## src/common/pcc_pkg.sv

```systemverilog
// pin cycle counter package: timing constants, variant selection, command and result carriers
// assumes a 10 MHz system clock; pins are sampled synchronously
package pcc_pkg;

  localparam int PCC_CLK_HZ = 10000000;
  localparam int PCC_PIN_COUNT = 16;
  localparam int PCC_SEL_W = 4;
  localparam int PCC_CNT_W = 16;

  // window time unit per variant, in nanoseconds
  localparam int PCC_UNIT_1MS_NS = 1000000;
  localparam int PCC_UNIT_400US_NS = 400000;
  localparam int PCC_UNIT_287US_NS = 287000;
  localparam int PCC_UNIT_720US_NS = 720000;

  // minimum pulse width of the 1 ms variant, in nanoseconds
  localparam int PCC_MIN_PULSE_NS = 4160;
  localparam int PCC_MAX_FREQ_HZ = 120000;
  localparam int PCC_CLK_PERIOD_NS = 1000000000 / PCC_CLK_HZ;

  typedef enum logic [1:0] {
    PCC_VAR_1MS = 2'h0,
    PCC_VAR_400US = 2'h1,
    PCC_VAR_287US = 2'h2,
    PCC_VAR_720US = 2'h3
  } pcc_variant_t;

  // cycles per time unit, rounded down (a window length is a longest time)
  function automatic int pcc_unit_cycles(input pcc_variant_t v);
    int ns;
    ns = PCC_UNIT_1MS_NS;
    case (v)
      PCC_VAR_400US: ns = PCC_UNIT_400US_NS;
      PCC_VAR_287US: ns = PCC_UNIT_287US_NS;
      PCC_VAR_720US: ns = PCC_UNIT_720US_NS;
      default: ns = PCC_UNIT_1MS_NS;
    endcase
    pcc_unit_cycles = (ns / PCC_CLK_PERIOD_NS >= 1) ? ns / PCC_CLK_PERIOD_NS : 1;
  endfunction

  typedef struct packed {
    logic [PCC_SEL_W-1:0] pin;
    logic [PCC_CNT_W-1:0] duration;
  } pcc_cmd_t;

  typedef struct packed {
    logic done;
    logic [PCC_CNT_W-1:0] total;
  } pcc_result_t;

  typedef enum logic [2:0] {
    PCC_IDLE = 3'b001,
    PCC_ARM = 3'b010,
    PCC_COUNT = 3'b100
  } pcc_state_t;

endpackage

```

## src/core/pcc_counter.sv

```systemverilog
// pin cycle counter: counts full cycles on one selected pin over a timed window
// assumes pins synchronous to sys_clk and that the issuer holds start for one cycle
//
// Behaviour
// RULE_01 - a pin select of 0 to 15 is taken and that pin is made an input before the window opens.
// RULE_02 - a window length of 1 to 65535 is taken and counting lasts that many time units.
// RULE_03 - the time unit is a per-variant constant of 1 ms, 400 us, 287 us or 720 us.
// RULE_04 - the count rises once per full cycle of two opposite transitions, not per edge.
// RULE_05 - when the window ends the accumulated total is delivered as the result.
// RULE_06 - counter and result are 16 bits wide.
// RULE_07 - the source keeps each high and low phase at least the minimum pulse width.
// RULE_08 - square waves up to the variant's maximum frequency are counted reliably.
// RULE_09 - the counter clears at each window start, stops at its end, and the result holds until the next start.
`timescale 1ns/1ns
module pcc_counter #(
  parameter pcc_pkg::pcc_variant_t VARIANT = pcc_pkg::PCC_VAR_1MS,
  parameter int UNIT_CYCLES = pcc_pkg::pcc_unit_cycles(VARIANT)
) (
  input wire logic sys_clk,
  input wire logic arst_n,
  input wire logic start,
  input wire pcc_pkg::pcc_cmd_t cmd,
  input wire logic [pcc_pkg::PCC_PIN_COUNT-1:0] pin_in,
  output logic [pcc_pkg::PCC_PIN_COUNT-1:0] pin_oe_n,
  output logic busy,
  output pcc_pkg::pcc_result_t result
);
  import pcc_pkg::*;

  localparam int UNIT_W = $clog2(UNIT_CYCLES + 1);
  localparam logic [UNIT_W-1:0] UNIT_LAST = UNIT_W'(UNIT_CYCLES - 1);

  pcc_state_t state, next_state;
  logic [PCC_SEL_W-1:0] sel, next_sel;
  logic [PCC_CNT_W-1:0] units_left, next_units_left;
  logic [UNIT_W-1:0] tick, next_tick;
  // RULE_06 word-wide count
  logic [PCC_CNT_W-1:0] count, next_count;
  logic first_lvl, next_first_lvl;
  logic last_lvl, next_last_lvl;
  logic half, next_half;
  logic [PCC_PIN_COUNT-1:0] next_pin_oe_n;
  logic next_busy;
  pcc_result_t next_result;
  logic pin_now;
  logic pin_edge;

  // wraps at the word width, like the result it feeds
  function automatic logic [PCC_CNT_W-1:0] pcc_bump(input logic [PCC_CNT_W-1:0] v);
    pcc_bump = v + PCC_CNT_W'(1);
  endfunction

  assign pin_now = pin_in[sel];
  // RULE_08 edge seen every clock
  // one sample per clock resolves phases far shorter than the minimum pulse width
  assign pin_edge = (pin_now != last_lvl);

  ////////////////////////////////////////////////////////////////
  always_comb begin
    next_state = state;
    next_sel = sel;
    next_units_left = units_left;
    next_tick = tick;
    next_count = count;
    next_first_lvl = first_lvl;
    next_last_lvl = last_lvl;
    next_half = half;
    next_pin_oe_n = pin_oe_n;
    next_busy = busy;
    next_result = result;
    next_result.done = 1'b0;
    case (state)
      PCC_IDLE: begin
        // a zero length is treated as one unit, the shortest legal window
        if (start) begin
          // RULE_01 take pin, force input
          next_sel = cmd.pin;
          next_pin_oe_n = '1;
          // RULE_02 load window length
          next_units_left = (cmd.duration == '0) ? PCC_CNT_W'(1) : cmd.duration;
          next_busy = 1'b1;
          next_state = PCC_ARM;
        end
      end
      PCC_ARM: begin
        // RULE_09 clear at window start
        next_count = '0;
        next_tick = '0;
        next_half = 1'b0;
        next_first_lvl = pin_now;
        next_last_lvl = pin_now;
        next_state = PCC_COUNT;
      end
      PCC_COUNT: begin
        // RULE_04 two transitions make one cycle
        if (pin_edge) begin
          next_last_lvl = pin_now;
          next_half = ~half;
          if (half) begin
            next_count = pcc_bump(count);
          end
        end
        // RULE_03 per-variant unit timing
        if (tick == UNIT_LAST) begin
          next_tick = '0;
          next_units_left = units_left - PCC_CNT_W'(1);
          if (units_left == PCC_CNT_W'(1)) begin
            // RULE_05 deliver total
            next_result.total = (pin_edge && half) ? pcc_bump(count) : count;
            next_result.done = 1'b1;
            next_busy = 1'b0;
            next_state = PCC_IDLE;
          end
        end else begin
          next_tick = tick + UNIT_W'(1);
        end
      end
      default: begin
        next_state = PCC_IDLE;
        next_busy = 1'b0;
      end
    endcase
  end

  ////////////////////////////////////////////////////////////////
  always_ff @(posedge sys_clk or negedge arst_n) begin
    if (!arst_n) begin
      state <= PCC_IDLE;
      sel <= '0;
      units_left <= '0;
      tick <= '0;
      count <= '0;
      first_lvl <= 1'b0;
      last_lvl <= 1'b0;
      half <= 1'b0;
      pin_oe_n <= '1;
      busy <= 1'b0;
      result <= '0;
    end else begin
      state <= next_state;
      sel <= next_sel;
      units_left <= next_units_left;
      tick <= next_tick;
      count <= next_count;
      first_lvl <= next_first_lvl;
      last_lvl <= next_last_lvl;
      half <= next_half;
      pin_oe_n <= next_pin_oe_n;
      busy <= next_busy;
      result <= next_result;
    end
  end

  ////////////////////////////////////////////////////////////////
  // assertion helpers: cycles spent counting and the units that were asked for
  int window_len, next_window_len;
  logic [PCC_CNT_W-1:0] win_units, next_win_units;

  always_comb begin
    next_window_len = window_len;
    next_win_units = win_units;
    if (state == PCC_IDLE && start) begin
      next_window_len = 0;
      next_win_units = (cmd.duration == '0) ? PCC_CNT_W'(1) : cmd.duration;
    end else if (state == PCC_COUNT) begin
      next_window_len = window_len + 1;
    end
  end

  always_ff @(posedge sys_clk or negedge arst_n) begin
    if (!arst_n) begin
      window_len <= 0;
      win_units <= '0;
    end else begin
      window_len <= next_window_len;
      win_units <= next_win_units;
    end
  end
endmodule // pcc_counter

```

## config.mk

```make
export PLATFORM = sky130hd
export DESIGN_NAME = pcc_counter
export DESIGN_NICKNAME = d
export VERILOG_FILES = /design/src/common/pcc_pkg.sv /design/src/core/pcc_counter.sv
export SDC_FILE = /design/constraint.sdc
export NUM_CORES = 1
export LEC_CHECK = 0
export ABC_AREA = 1
export BUFFER_PORTS_ARGS = -buffer_cell sky130_fd_sc_hd__buf_4
export CAP_MARGIN = 20
export CORE_ASPECT_RATIO = 0.8
export CORE_MARGIN = 2
export CORE_UTILIZATION = 45
export CTS_CLUSTER_DIAMETER = 100
export DETAILED_ROUTE_END_ITERATION = 12
export PLACE_DENSITY = 0.68
export SKIP_LAST_GASP = 1
export SYNTH_ARGS = -nofsm -noshare
export SYNTH_HDL_FRONTEND = slang
export SYNTH_SLANG_ARGS = --single-unit
```

## constraint.sdc

```tcl
create_clock -name sys_clk -period 1.8 [get_ports sys_clk]
set_clock_uncertainty 0.15 [all_clocks]
set_input_delay 0 -clock sys_clk [delete_from_list [all_inputs] [get_ports sys_clk]]
set_output_delay 0 -clock sys_clk [all_outputs]
set_load 0.03 [all_outputs]
```

# Word level (Yosys, flattened, before mapping)
# Index checks and enable logic that the tools add are counted.
[totals] regBits=73 latchBits=0 mem_bits_rw=0 romBits=0 input_bits=39 out_inout_bits=34 word_cells=65 n_memories=0
[classes] add_sub_neg=3 multipliers=0 div=0 order_cmp=1 n_eq_ne=11 n_shift=0 n_mux=27 bitwise=2 n_reduce_logical=11
[op_table] operator="$mux 16" n=6
[op_table] operator="$pmux 16 s2" n=2
[op_table] operator="$mux 17" n=3
[op_table] operator="$pmux 14 s2" n=1
[op_table] operator="$add 16x1->16 const B" n=1
[op_table] operator="$eq 16x1->1 const B" n=1
[op_table] operator="$logic_not 16->1" n=1
[op_table] operator="$sub 16x1->16 const B" n=1
[op_table] operator="$add 14x1->14 const B" n=1
[op_table] operator="$eq 14x14->1 const B" n=1
[op_table] operator="$mux 14" n=1
[op_table] operator="$reduce_and 3->1" n=4
[op_table] operator="$ne 2x2->1 const B" n=5
[op_table] operator="$mux 3" n=3
[op_table] operator="$pmux 3 s3" n=1
[op_table] operator="$mux 1" n=6
[op_table] operator="$lt 4x5->1 const B" n=1
[op_table] operator="$bmux 1 s4" n=1
[op_table] operator="$pmux 1 s2" n=2
[op_table] operator="$reduce_and 2->1" n=2
[op_table] operator="$reduce_and 4->1" n=1
[op_table] operator="$reduce_bool 2->1" n=2
[op_table] operator="$eq 3x1->1 const B" n=1
[op_table] operator="$eq 3x2->1 const B" n=1
[op_table] operator="other kinds (5)" n=6

# Logic depth before layout (Yosys ltp)
[depth] depth_word=8 ltp_mapped=15

# Least setup slack after synthesis
# No wires, ideal clock.
[synth_timing] path_kind="register -> register" startpoint="register tick[0]" endpoint="register result[10] (netlist bit)" setup_ns=0.118 arrival_time_ns=1.517 slack_ns=0.016 stages_incl_launch_ff=10 path_buffers=1 synth_period_minus_slack_ns=1.784 path_cell_list="dfrtp_1 ha_1 nand3_2 nor4_2 nand3_1 nor2_4 inv_2 buf_6 nand2_1 nand2_1"
[synth_via] elab_chain_cells=2
[synth_rtl] element="start, declared" line_no="pcc_counter.sv:36" rtl="logic [UNIT_W-1:0] tick, next_tick;"
[synth_rtl] element="start signal, assigned" line_no="pcc_counter.sv:143" rtl="tick <= next_tick;"
[synth_rtl] element="$eq 14x14->1" line_no="pcc_counter.sv:104" rtl="if (tick == UNIT_LAST) begin"
[synth_rtl] element="$reduce_and 3->1 (no source line)"
[synth_rtl] element="end signal, assigned" line_no="pcc_counter.sv:150" rtl="result <= next_result;"
[synth_rtl] element="end, declared" line_no="pcc_counter.sv:26" rtl="output pcc_pkg::pcc_result_t result"
# Every way passes these cells.
# A chain may end at the register's enable or synchronous reset.

# Final worst setup path
[layout_timing] startpoint="register tick[0]" endpoint="register units_left[14]"
[layout_via] elab_chain_cells=3
[layout_rtl] element="$eq 14x14->1" line_no="pcc_counter.sv:104"
[layout_rtl] element="$ne 2x2->1 (no source line)"
[layout_rtl] element="$reduce_and 3->1 (no source line)"
[layout_rtl] element="end signal, assigned" line_no="pcc_counter.sv:142" rtl="units_left <= next_units_left;"
[layout_rtl] element="end, declared" line_no="pcc_counter.sv:35" rtl="logic [PCC_CNT_W-1:0] units_left, next_units_left;"
# Every way passes these cells.

==> run_results.csv <==
group,metric,value,unit
detailed_routing,drtPass1Iterations,5,
detailed_routing,antenna_left,0,
detailed_routing,wl_met1,5.82,mm
timing,drv_slew,0,
setup_path,timing.reg2reg.setup_slack,-110,ps
worst_hold_path,hold-path-endpoint,"state[0]$_DFFE_PN1P_",
global_route,grt_pass1_vias,4593,
timing,finalCritPeriodShare,1.06,
power_and_ir_drop,powerDensity,1310,mW/mm^2
placed_design,hpwl,8.70,mm
worst_hold_path,hold_start,"start",
yosys,yosysTopAreaCellShare,0.389,
yosys,synth-async-reset-ratio,1.00,
yosys,synth_edf_count,0,
global_route,grt_max_degree,30,
final_layout,antenna_cells,0,
final_layout,n_fill_cell,844,
power_and_ir_drop,clkPwrFrac,0.215,
clock_network,root_buffer,"clkbuf_16",
clock_network,cts.clk_slew.worst_paths,60,ps
global_route,grt_usage,0.241,
yosys,syn_inst,636,
yosys,yosys_warnings,0,
detailed_routing,wl_per_cell,14.0,um
detailed_routing,wirelength,13.2,mm
detailed_routing,routed_via_density,5.06,
timing,fin_crit,1910,ps
yosys,synth_seq_area_share,0.394,
run_status,violations,"negative setup slack",
power_and_ir_drop,internal-power,5.29,mW
detailed_routing,drt-initial-drc-count,248,
yosys,synth.area.top_cells,"dfrtp_1 39%, nand2_1 15%, nand3_1 6.5%",
setup_path,path_class,"flop to flop",
global_route,antenna_found_initial,0,
setup_path,reg2regPathDepth,9,
die,initial_core_util,0.456,
clock_network,cts.sinks,73,
die,rows,33,
worst_hold_path,min_path_type,"input pin to flop",
power_and_ir_drop,p_comb_frac,0.521,
timing,maxClockFrequency,0.523,GHz
die,dieWidth,117,um
power_and_ir_drop,switching_share,0.395,
power_and_ir_drop,finalPower,8.74,mW
timing,rsz0062_at_grt,"yes",
global_route,grt_pass1_wl,21.6,mm
timing,final-hold-violation-count,0,
clock_network,clk_path_buf_depth,2,
setup_path,arrival,1990,ps
setup_path,cp-end-kind,"flop",
final_layout,area_delta_synth_final,44.5,%
yosys,synth.distinct_cells,41,
final_layout,utilization,0.659,
placed_design,dp_slack,-158,ps
worst_hold_path,holdPathStages,3,
power_and_ir_drop,vdd_drop_max,0.719,mV
die,io_pins,73,
power_and_ir_drop,power_frac_seq,0.264,
detailed_routing,dr_wl_met2,6.46,mm
detailed_routing,drc_errors,0,
die,dieArea,0.0111,mm^2
yosys,synth_ff_type,"dfrtp_1",
die,die_h,94.8,um
power_and_ir_drop,p_leak,3.23,nW
yosys,synth_area,0.00463,mm^2
detailed_routing,num_vias,4784,
setup_path,critPathLaunchType,"flop",
yosys,synth_common_cells,"190 x nand2_1, 72 x dfrtp_1, 64 x inv_1, 60 x nand3_1, 54 x nor2_1",
clock_network,cts_made_buffers,9,
run_status,status,"complete, but fails checks",
timing,setup_slack,-114,ps
placed_design,gp_congestion,0.878,
setup_path,worstPathMaxFanout,6,
detailed_routing,wl_met3,771,um
setup_path,required,1880,ps
yosys,avgSynthCellArea,7.29,um^2
yosys,ys_seq_elements,73,
clock_network,h-tree-depth,3,
yosys,yosysMostFrequentCell,"nand2_1",
yosys,post-synth-top-area-cell,"dfrtp_1",
clock_network,cts_tree,"done",
final_layout,drive_above_1_share,0.309,
final_layout,final_nets,845,
setup_path,r2r-start,"tick[0]$_DFFE_PN0P_",
power_and_ir_drop,switching_power,3.45,mW
die,coreArea,0.0102,mm^2
clock_network,clk_latency,340,ps
global_route,grt-ovfl-total,0,
detailed_routing,top_layer,"met4",
placed_design,io_buffers,56,
flow_run,max-cap-violations,0,
timing,setup_viol,49,
setup_path,r2r_end,"units_left[14]$_DFFE_PN0P_",
[per-stage QoR]
step | setup TNS [ps] | std cells | cell area (um^2) | hold slack (ps)
finish | -2620 | 946 | 6700 | 272
global route | -9600 | 946 | 6700 | 285
CTS | -688 | 932 | 6380 | 259
detailed placement | -3540 | 887 | 5670 | -187
global placement | -1800 | 887 | 5670 | -190
floorplan | 0 | 651 | 4690 | -446
[logic make-up (layout without fill, tap and decap cells)]
family / Yosys count / in the layout / synth area share
adders and majority gates: 4 / 4 / 0.0108
buffers and inverters: 107 / 262 / 0.113
xor gates and xnor gates: 24 / 24 / 0.0454
and+or+nand+nor: 364 / 364 / 0.361
DFF: 73 / 73 / 0.394
other: 1 / 16 / 0.000809
AOI/OAI and AO/OA: 63 / 63 / 0.0748
[what timing repair did]
action                     in CTS  in global routing
cloned                          2                  1
hold endpoints to repair       96                  0
setup endpoints to repair      59                 71
gates resized for setup        25                 68
pin swaps                       3                 25
hold buffers                   24                  0
setup buffers                   4                 15
[area by class of cell]
| type | instances | area [um^2] | share of cell area |
|---|---|---|---|
| multi-input combinational | 471 | 2560 | 0.382 |
| sequential | 73 | 1830 | 0.273 |
| timing repair buffer | 174 | 1530 | 0.228 |
| inverter | 73 | 294 | 0.0439 |
| clock buffer | 13 | 280 | 0.0419 |
| tap | 140 | 175 | 0.0262 |
| clock inverter | 2 | 35.0 | 0.00523 |
[state kept, by name, indices dropped and copies added, names as in the netlist]
signal,cells
state,3
half,1
last_lvl,1
busy,1
result,17
count,16
tick,14
sel,4
units_left,16
[layout by cell type (no fill, tap or decap), types with 4 or more instances in the layout]
master / synthesis / final
a21oi_1: 14 / 14
nand2_1: 190 / 185
clkbuf_8: 0 / 4
o21ai_0: 32 / 14
nand2_2: 3 / 7
nor2_1: 54 / 42
clkbuf_16: 0 / 10
nor3_2: 3 / 4
o21ai_2: 0 / 6
inv_2: 7 / 8
inv_1: 64 / 59
o21ai_1: 1 / 13
nor2_4: 1 / 5
nor3_1: 9 / 6
dfrtp_1: 72 / 72
nand4_1: 15 / 15
conb_1: 1 / 16
a31oi_1: 4 / 4
nand3_2: 14 / 19
nand3_1: 60 / 55
buf_6: 6 / 9
nor2_2: 2 / 10
xor2_1: 21 / 20
buf_4: 17 / 132
buf_12: 0 / 7
dlygate4sd3_1: 0 / 24
[power groups by stage]
| stage | sequential (mW) | clock, mW | combinational, mW |
|---|---|---|---|
| finish | 2.31 | 1.87 | 4.55 |
| global route | 2.35 | 1.98 | 4.97 |
| floorplan | 2.26 | 0 | 2.24 |
| CTS | 2.26 | 1.91 | 3.85 |
| detailed placement | 2.28 | 0 | 3.53 |
| global placement | 2.27 | 0 | 3.43 |
[how the worst max path moves through the flow]
stage / to / from / slack (ps)
after floorplan: result[10]$_DFFE_PN0P_ / tick[0]$_DFFE_PN0P_ / 20
after global placement: count[6]$_DFFE_PN0P_ / sel[0]$_DFFE_PN0P_ / -90
after detailed placement: count[0]$_DFFE_PN0P_ / sel[0]$_DFFE_PN0P_ / -160
after CTS: result[2]$_DFFE_PN0P_ / sel[0]$_DFFE_PN0P_ / -50
after global routing: busy$_DFFE_PN0P_ / units_left[6]$_DFFE_PN0P_ / -240
final: units_left[14]$_DFFE_PN0P_ / tick[0]$_DFFE_PN0P_ / -110
[critical path, stage by stage (launching register included)]
cell,delay [ps]
dfrtp_1,360
ha_2,210
nand3_2,100
nor4_2,280
nand2_1,140
nand2_4,190
buf_12,160
o211ai_1,80
nand2_1,80
nand2_1,50
[per-layer routing]
layer	global-route usage	up-vias
met5	0	-
met1	0.306	2231
met2	0.412	164
li1	-	2368
met4	0.0823	0
met3	0.0519	21
Note: power is estimated with default switching activity, not from simulation.
